`src/hw/lcsr_pkg.sv`:
```
// constants for the line codec control and status register bank
// assumes a classic wishbone slave with 32-bit data, byte addresses
// What this block does
// - read/write 3-bit pulse metering balance code in bits 6:4; 111 turns it off
// - read/write 3-bit audio balance code in bits 2:0; 011 is 0 dB, 111 off
// - converter off bit 4 set forces converter off, else automatic control
// - pll free-run bit 3 set forces free-run, else automatic control
// - bias off bit 1 set forces dc bias off, else automatic control
// - line driver off bit 0 set forces it off, else automatic control
// - adc manual bit 5 set takes adc power from its on bit
// - adc on bit 4 powers adc only in manual mode, ignored otherwise
// - dac manual bit 3 selects manual mode, dac on bit 2 then applies
// - transamp manual bit 1 selects manual mode, bit 0 then applies
// - ringing idle and active timer pending flags at bits 5 and 4
// - oscillator two flags at bits 3:2, oscillator one at bits 1:0
// - six power alarm pending flags, six down to one, bits 7 to 2
// - hook change pending flag at bit 1 of second pending register
// - ring trip pending flag at bit 0 of second pending register
// - writing 1 to a pending flag clears it and withdraws it
// - each pending flag has an enable bit masking it from the output
package lcsr_pkg;

    // register indices; byte address is four times the index
    localparam logic [5:0] IDX_HYBRID = 6'h0B;
    localparam logic [5:0] IDX_PWR_OVR = 6'h0E;
    localparam logic [5:0] IDX_CONV_PWR = 6'h0F;
    localparam logic [5:0] IDX_TIMER_PEND = 6'h12;
    localparam logic [5:0] IDX_LINE_PEND = 6'h13;
    localparam logic [5:0] IDX_TIMER_EN = 6'h15;
    localparam logic [5:0] IDX_LINE_EN = 6'h16;

    // field positions, hybrid balance register
    localparam int METER_BALANCE_SEL_LSB = 4;
    localparam int AUDIO_BALANCE_SEL_LSB = 0;
    localparam logic [2:0] BALANCE_OFF_CODE = 3'h7;
    localparam logic [2:0] BALANCE_ZERO_DB = 3'h3;

    // field positions, power override register
    localparam int CONVERTER_FORCE_OFF_POS = 4;
    localparam int PLL_FORCE_FREERUN_POS = 3;
    localparam int BIAS_FORCE_OFF_POS = 1;
    localparam int LINE_DRIVER_FORCE_OFF_POS = 0;

    // field positions, converter power register
    localparam int ADC_MANUAL_SEL_POS = 5;
    localparam int ADC_POWER_ON_POS = 4;
    localparam int DAC_MANUAL_SEL_POS = 3;
    localparam int DAC_POWER_ON_POS = 2;
    localparam int TRANSAMP_MANUAL_SEL_POS = 1;
    localparam int TRANSAMP_POWER_ON_POS = 0;

    // implemented bits of each register; the rest read zero
    localparam logic [7:0] HYBRID_MASK = 8'h77;
    localparam logic [7:0] PWR_OVR_MASK = 8'h1B;
    localparam logic [7:0] CONV_PWR_MASK = 8'h3F;

    // pending flag counts
    localparam int unsigned TIMER_PEND_W = 6;
    localparam int unsigned LINE_PEND_W = 8;

    // values after reset
    localparam logic [7:0] HYBRID_RST = 8'h00;
    localparam logic [7:0] PWR_OVR_RST = 8'h00;
    localparam logic [7:0] CONV_PWR_RST = 8'h00;
    localparam logic [7:0] PEND_RST = 8'h00;
    localparam logic [7:0] EN_RST = 8'h00;

    // bus slave states
    typedef enum logic [1:0] {
        BUS_IDLE = 2'b01,
        BUS_ACK = 2'b10
    } lcsr_bus_type;

endpackage

```
`src/hw/lcsr_regs.sv`:
```
// control and status registers of the line interface and voice codec
// assumes a classic wishbone master and single-clock event pulses
`timescale 1ns/1ps
`default_nettype none
module lcsr_regs
    import lcsr_pkg::*;
#(
    parameter int unsigned TIMER_W = TIMER_PEND_W,
    parameter int unsigned LINE_W = LINE_PEND_W
) (
    // clock and reset
    input wire logic CLK_I,
    input wire logic RST_I,
    // wishbone slave
    input wire logic CYC_I,
    input wire logic STB_I,
    input wire logic WE_I,
    input wire logic [7:0] ADR_I,
    input wire logic [3:0] SEL_I,
    input wire logic [31:0] DAT_I,
    output logic [31:0] DAT_O,
    output logic ACK_O,
    // automatic power control from the analog sequencer
    input wire logic AUTO_CONV_OFF_I,
    input wire logic AUTO_PLL_FREERUN_I,
    input wire logic AUTO_BIAS_OFF_I,
    input wire logic AUTO_LINE_OFF_I,
    input wire logic AUTO_ADC_ON_I,
    input wire logic AUTO_DAC_ON_I,
    input wire logic AUTO_TRANSAMP_ON_I,
    // event pulses
    input wire logic [TIMER_W-1:0] EVT_TIMER_I,
    input wire logic [LINE_W-1:0] EVT_LINE_I,
    // hybrid balance controls
    output logic [2:0] METER_GAIN_SEL_O,
    output logic METER_HYB_EN_O,
    output logic [2:0] AUDIO_GAIN_SEL_O,
    output logic AUDIO_HYB_EN_O,
    // effective power controls
    output logic CONV_OFF_O,
    output logic PLL_FREERUN_O,
    output logic BIAS_OFF_O,
    output logic LINE_OFF_O,
    output logic ADC_ON_O,
    output logic DAC_ON_O,
    output logic TRANSAMP_ON_O,
    // masked interrupt request
    output logic INT_O
);

    typedef struct packed {
        lcsr_bus_type bus;
        logic [7:0] dat;
        logic [7:0] hyb;
        logic [7:0] pwr1;
        logic [7:0] pwr2;
        logic [TIMER_W-1:0] ten;
        logic [LINE_W-1:0] len;
        logic meter_en;
        logic audio_en;
        logic conv_off;
        logic pll_fr;
        logic bias_off;
        logic line_off;
        logic adc_on;
        logic dac_on;
        logic gm_on;
    } lcsr_state_type;

    lcsr_state_type r;
    lcsr_state_type next_r;

    logic [5:0] idx;
    logic req;
    logic wr_now;
    logic low_lane;
    logic [7:0] wdat;
    logic [TIMER_W-1:0] tpend;
    logic [LINE_W-1:0] lpend;
    logic tirq;
    logic lirq;
    logic [7:0] rd_mux;

    // bus decode; only the low byte lane carries register data
    assign idx = ADR_I[7:2];
    assign req = CYC_I & STB_I;
    assign low_lane = SEL_I[0];
    assign wdat = DAT_I[7:0];
    // writes land on the edge at which the master sees ack
    assign wr_now = req & WE_I & low_lane & (r.bus == BUS_ACK);

    // timer pending flags: ringing, oscillator two, oscillator one
    lcsr_pend #(
        .WIDTH(TIMER_W)
    ) u_timer_pend (
        .clk_i(CLK_I),
        .rst_i(RST_I),
        .set_i(EVT_TIMER_I),
        .clr_wr_i(wr_now && idx == IDX_TIMER_PEND),
        .clr_mask_i(wdat[TIMER_W-1:0]),
        .en_i(r.ten),
        .pend_o(tpend),
        .irq_o(tirq)
    );

    // line pending flags: alarms six..one, hook change, ring trip
    lcsr_pend #(
        .WIDTH(LINE_W)
    ) u_line_pend (
        .clk_i(CLK_I),
        .rst_i(RST_I),
        .set_i(EVT_LINE_I),
        .clr_wr_i(wr_now && idx == IDX_LINE_PEND),
        .clr_mask_i(wdat[LINE_W-1:0]),
        .en_i(r.len),
        .pend_o(lpend),
        .irq_o(lirq)
    );

    // read multiplexer; unmapped indices answer zero
    always_comb begin
        rd_mux = 8'h00;
        case (idx)
            IDX_HYBRID: begin
                rd_mux = r.hyb & HYBRID_MASK;
            end
            IDX_PWR_OVR: begin
                rd_mux = r.pwr1 & PWR_OVR_MASK;
            end
            IDX_CONV_PWR: begin
                rd_mux = r.pwr2 & CONV_PWR_MASK;
            end
            IDX_TIMER_PEND: begin
                rd_mux[TIMER_W-1:0] = tpend;
            end
            IDX_LINE_PEND: begin
                rd_mux[LINE_W-1:0] = lpend;
            end
            IDX_TIMER_EN: begin
                rd_mux[TIMER_W-1:0] = r.ten;
            end
            IDX_LINE_EN: begin
                rd_mux[LINE_W-1:0] = r.len;
            end
            default: begin
                rd_mux = 8'h00;
            end
        endcase
    end

    // next state: bus handshake, register writes, power outputs
    always_comb begin
        next_r = r;
        case (r.bus)
            BUS_IDLE: begin
                if (req) begin
                    next_r.bus = BUS_ACK;
                    next_r.dat = rd_mux;
                end
            end
            BUS_ACK: begin
                // always one idle cycle, so ack never doubles up
                next_r.bus = BUS_IDLE;
            end
            default: begin
                next_r.bus = BUS_IDLE;
            end
        endcase
        if (wr_now) begin
            case (idx)
                IDX_HYBRID: begin
                    next_r.hyb = wdat & HYBRID_MASK;
                end
                IDX_PWR_OVR: begin
                    next_r.pwr1 = wdat & PWR_OVR_MASK;
                end
                IDX_CONV_PWR: begin
                    next_r.pwr2 = wdat & CONV_PWR_MASK;
                end
                IDX_TIMER_EN: begin
                    next_r.ten = wdat[TIMER_W-1:0];
                end
                IDX_LINE_EN: begin
                    next_r.len = wdat[LINE_W-1:0];
                end
                default: begin
                    next_r.hyb = next_r.hyb;
                end
            endcase
        end
        // balance off code disables the hybrid path
        next_r.meter_en = next_r.hyb[METER_BALANCE_SEL_LSB +: 3]
            != BALANCE_OFF_CODE;
        next_r.audio_en = next_r.hyb[AUDIO_BALANCE_SEL_LSB +: 3]
            != BALANCE_OFF_CODE;
        // overrides win over automatic control
        next_r.conv_off = r.pwr1[CONVERTER_FORCE_OFF_POS]
            | AUTO_CONV_OFF_I;
        next_r.pll_fr = r.pwr1[PLL_FORCE_FREERUN_POS]
            | AUTO_PLL_FREERUN_I;
        next_r.bias_off = r.pwr1[BIAS_FORCE_OFF_POS]
            | AUTO_BIAS_OFF_I;
        next_r.line_off = r.pwr1[LINE_DRIVER_FORCE_OFF_POS]
            | AUTO_LINE_OFF_I;
        // manual select hands the on bit control
        next_r.adc_on = r.pwr2[ADC_MANUAL_SEL_POS]
            ? r.pwr2[ADC_POWER_ON_POS] : AUTO_ADC_ON_I;
        next_r.dac_on = r.pwr2[DAC_MANUAL_SEL_POS]
            ? r.pwr2[DAC_POWER_ON_POS] : AUTO_DAC_ON_I;
        next_r.gm_on = r.pwr2[TRANSAMP_MANUAL_SEL_POS]
            ? r.pwr2[TRANSAMP_POWER_ON_POS] : AUTO_TRANSAMP_ON_I;
    end

    // state register; outputs settle one edge after their cause, power outputs two edges after a register write
    always_ff @(posedge CLK_I) begin
        if (RST_I) begin
            r.bus <= BUS_IDLE;
            r.dat <= 8'h00;
            r.hyb <= HYBRID_RST;
            r.pwr1 <= PWR_OVR_RST;
            r.pwr2 <= CONV_PWR_RST;
            r.ten <= EN_RST[TIMER_W-1:0];
            r.len <= EN_RST[LINE_W-1:0];
            r.meter_en <= 1'b1;
            r.audio_en <= 1'b1;
            r.conv_off <= 1'b1;
            r.pll_fr <= 1'b0;
            r.bias_off <= 1'b1;
            r.line_off <= 1'b1;
            r.adc_on <= 1'b0;
            r.dac_on <= 1'b0;
            r.gm_on <= 1'b0;
        end else begin
            r <= next_r;
        end
    end

    // output drive
    assign DAT_O = {24'h000000, r.dat};
    assign ACK_O = (r.bus == BUS_ACK) & req;
    assign METER_GAIN_SEL_O = r.hyb[METER_BALANCE_SEL_LSB +: 3];
    assign METER_HYB_EN_O = r.meter_en;
    assign AUDIO_GAIN_SEL_O = r.hyb[AUDIO_BALANCE_SEL_LSB +: 3];
    assign AUDIO_HYB_EN_O = r.audio_en;
    assign CONV_OFF_O = r.conv_off;
    assign PLL_FREERUN_O = r.pll_fr;
    assign BIAS_OFF_O = r.bias_off;
    assign LINE_OFF_O = r.line_off;
    assign ADC_ON_O = r.adc_on;
    assign DAC_ON_O = r.dac_on;
    assign TRANSAMP_ON_O = r.gm_on;
    assign INT_O = tirq | lirq;
endmodule // lcsr_regs
`default_nettype wire

```
`src/hw/lcsr_pend.sv`:
```
// bank of sticky pending flags with write-one-to-clear and enables
// assumes set pulses and the clear strobe share the one clock
`timescale 1ns/1ps
`default_nettype none
module lcsr_pend
    import lcsr_pkg::*;
#(
    parameter int unsigned WIDTH = LINE_PEND_W
) (
    // clock and reset
    input wire logic clk_i,
    input wire logic rst_i,
    // hardware events and software clear
    input wire logic [WIDTH-1:0] set_i,
    input wire logic clr_wr_i,
    input wire logic [WIDTH-1:0] clr_mask_i,
    input wire logic [WIDTH-1:0] en_i,
    // flags and masked request
    output logic [WIDTH-1:0] pend_o,
    output logic irq_o
);

    typedef struct packed {
        logic [WIDTH-1:0] pend;
    } lcsr_pend_state_type;

    lcsr_pend_state_type r;
    lcsr_pend_state_type next_r;
    logic [WIDTH-1:0] next_bit;

    // set beats a clear in the same cycle, so no event is lost
    genvar k;
    generate
        for (k = 0; k < WIDTH; k++) begin : g_flag
            assign next_bit[k] = set_i[k] |
                (r.pend[k] & ~(clr_wr_i & clr_mask_i[k]));
        end
    endgenerate

    // next state
    always_comb begin
        next_r = r;
        next_r.pend = next_bit;
    end

    // state register
    always_ff @(posedge clk_i) begin
        if (rst_i) begin
            r.pend <= PEND_RST[WIDTH-1:0];
        end else begin
            r <= next_r;
        end
    end

    // masked flags onto one request line
    assign pend_o = r.pend;
    assign irq_o = |(r.pend & en_i);
endmodule // lcsr_pend
`default_nettype wire

```
`config.mk`:
```
export PLATFORM = sky130hd
export DESIGN_NAME = lcsr_regs
export DESIGN_NICKNAME = d
export VERILOG_FILES = /design/src/hw/lcsr_pkg.sv /design/src/hw/lcsr_regs.sv /design/src/hw/lcsr_pend.sv
export SDC_FILE = /design/constraint.sdc
export NUM_CORES = 1
export LEC_CHECK = 0
export BUFFER_PORTS_ARGS = -buffer_cell sky130_fd_sc_hd__buf_2
export CAP_MARGIN = 20
export CORE_MARGIN = 2
export CORE_UTILIZATION = 40
export CTS_BUF_LIST = sky130_fd_sc_hd__clkbuf_8
export CTS_CLUSTER_SIZE = 28
export DETAILED_ROUTE_END_ITERATION = 10
export PLACE_DENSITY_LB_ADDON = 0.25
export SLEW_MARGIN = 20
export SYNTH_ARGS = -nofsm -noshare
export SYNTH_HDL_FRONTEND = slang
export SYNTH_HIERARCHICAL = 1
export SYNTH_SLANG_ARGS = --single-unit
```
`constraint.sdc`:
```
create_clock -name CLK_I -period 2.9 [get_ports CLK_I]
set_clock_uncertainty 0.05 [all_clocks]
set_input_delay 0.29 -clock CLK_I [delete_from_list [all_inputs] [get_ports CLK_I]]
set_output_delay 0.29 -clock CLK_I [all_outputs]
set_load 0.02 [all_outputs]
```
==> flow_summary.json <==
{
  "worst_setup_path_end_kind": "flip-flop",
  "grt_overflow_total": 0,
  "pin_count": 119,
  "cts.clk_slew.worst_paths_ns": 0.07,
  "dr_total_vias": 2504,
  "start_util": 0.418,
  "power_density_nw_per_um2": 511,
  "cp_data_arrival_time_ns": 2.00,
  "timing.final.crit_share": 0.633,
  "synth_cell_type_count": 50,
  "synthSimpleGateAreaFrac": 0.181,
  "ys_ff_latch": 63,
  "die_h_um": 91.5,
  "postCtsHoldBufs": 0,
  "drt-initial-drc-count": 128,
  "synth_edf_count": 0,
  "cts_tree": "done",
  "synth-compound-area-share": 0.190,
  "syn_inst": 336,
  "cts_root_buf": "clkbuf_8",
  "combPwrFrac": 0.096,
  "cap_viol_max_count": 0,
  "numCtsBuffers": 9,
  "power_frac_seq": 0.512,
  "p_leak_nw": 1.49,
  "power.share.switching": 0.263,
  "synth_top_cell_by_area": "dfxtp_1",
  "cts_resized": 0,
  "dp_slack_ns": 0.789,
  "status": "completed",
  "grt_use_total": 0.186,
  "die_w_um": 91.5,
  "cts_setup_buffers": 0,
  "synth_flop_cell": "dfxtp_1",
  "p_sw_mw": 0.463,
  "clkPwrFrac": 0.392,
  "yosysMostFrequentCell": "dfxtp_1",
  "antenna_left": 0,
  "cts_sinks": 63,
  "core_area_um2": 7330,
  "first_pass_iters": 4,
  "antenna_found_initial": 0,
  "hpwlAfterDp_um": 5370,
  "min_period_ns": 1.83,
  "synth_top_family_by_area": "compound AO/OA/AOI/OAI gates",
  "placementRows": 31,
  "layout-drive-gt1-share": 0.238,
  "drv_slew": 0,
  "cp.required_ns": 3.06,
  "cts.path.max_buffers": 2,
  "io_buffers": 65,
  "yosys_warnings": 6,
  "start_kind": "flip-flop",
  "layout_setup_ws_ns": 1.07,
  "grt_first_pass_wirelength_um": 12000,
  "grt_max_degree": 33,
  "crit_type": "flip-flop to flip-flop",
  "htree_levels": 3,
  "gp_congestion": 0.853,
  "diodes": 0,
  "avgRoutedWirePerCell_um": 15.3,
  "fmax_ghz": 0.545,
  "first_global_vias": 2335,
  "cellInternalPower_mw": 1.30,
  "yosysSeqAreaShare": 0.411,
  "postSynthAreaPerCell_um2": 9.12,
  "syn_area_um2": 3070,
  "synth_mux_area_frac": 0.0992,
  "rsz0062_at_grt": "false",
  "crit_path_max_fanout": 6,
  "synth_xor_area_frac": 0,
  "peakVddDrop_v": 0.000281,
  "fin_nets": 455,
  "synth_async_sr_flop_share": 0,
  "vias_per_cell": 5.12,
  "clock_latency_ns": 0.34,
  "setup_viol_count_final": 0,
  "dieArea_um2": 8380,
  "synth_area_leaders": "dfxtp_1, buf_4, mux2i_1, nand2_1, o21ba_1",
  "synth_top_area_frac": 0.411,
  "setup_tns_ns": 0,
  "drt-total-wl_um": 7480,
  "worst_slew_pin_slew_ns": 0.546,
  "holdWs_ns": 0.0738,
  "area_growth_pct": 12.4,
  "route.detailed.drc": 0,
  "relSlewSlack": 0.636,
  "hold_viol": 0,
  "min_path_type": "input pin to flip-flop",
  "netlist_top_cells_count": "dfxtp_1, nand2_1, buf_4",
  "synth-adder-area-share": 0
}
-- sequential cells by signal (all words and copies together), names as in the netlist --
name                 count
u_line_pend/pend_o       8
CONV_OFF_O               1
PLL_FREERUN_O            1
AUDIO_HYB_EN_O           1
METER_HYB_EN_O           1
TRANSAMP_ON_O            1
u_timer_pend/pend_o      6
DAC_ON_O                 1
METER_GAIN_SEL_O         3
AUDIO_GAIN_SEL_O         3
LINE_OFF_O               1
DAT_O                    8
BIAS_OFF_O               1
ADC_ON_O                 1
r                       26
-- cell usage in the layout (no fill, tap or decap), types with 4 or more instances in the layout --
master and instances:
nand4_1 5, nand3_1 4, dfxtp_1 63, or3_1 4, nand2_1 41, buf_2 65
a21boi_1 14, a21oi_1 18, nor2_1 28, conb_1 24, o21ba_1 14, clkbuf_8 11
a22oi_1 7, o21ai_1 5, mux2i_1 27, inv_1 4, and3_1 4
-- stage by stage --
stage | power, mW | util | area (um^2) | std cells
2_1_floorplan | 1.05 | - | 3150 | 359
3_3_place_gp | 1.09 | 0.446 | 3270 | 473
3_5_place_dp | 1.09 | 0.446 | 3270 | 473
4_1_cts | 1.77 | 0.470 | 3440 | 489
5_1_grt | 1.83 | 0.470 | 3440 | 489
6_report | 1.76 | 0.470 | 3440 | 489
-- power groups by stage --
stage / registers, mW / logic, mW / clock network [mW]
after floorplan: 0.923 / 0.124 / 0
after global placement: 0.921 / 0.165 / 0
after detailed placement: 0.921 / 0.167 / 0
after CTS: 0.902 / 0.168 / 0.700
after global routing: 0.903 / 0.184 / 0.742
final: 0.902 / 0.168 / 0.690
-- path summary, 6_finish.rpt --
check	start	endpoint	slack, ns	depth (start not counted)
setup / recovery	r[55]	r[21]	1.07	5
hold / removal	AUTO_LINE_OFF_I	LINE_OFF_O	0.07	2
setup reg to reg	r[55]	r[21]	1.07	5
hold reg to reg	DAT_O[0]	DAT_O[0]	0.39	2
-- final cells by class --
type                    count  area, um^2
fillers                   751        3890
repair buffers             67         340
multi-input cells         241        1530
clock inverters             5        25.0
inverters                   3        11.3
well taps                  99         124
flip-flops and latches     63        1260
clock buffers              11         151
-- worst max-delay path, cell delays in order (launching register included) --
cell and delay, ns:
dfxtp_1 0.31, and4b_1 0.31, and3_1 0.33, and2_1 0.41, mux2i_1 0.25, nor2_1 0.05
-- metal layers --
metal	vias up	global-route usage	wire length, um
met1	1194	0.251	3550
li1	1221	-	-
met4	0	0.0694	133
met3	11	0.0556	444
met2	78	0.279	3360
met5	-	0	0
-- kinds of logic after synthesis --
kind of cell	after synthesis
other cells	1
buf+inv	55
mux	30
compound gates	79
simple gates	108
flops	63
No activity file was read; power rests on OpenSTA's default activity.
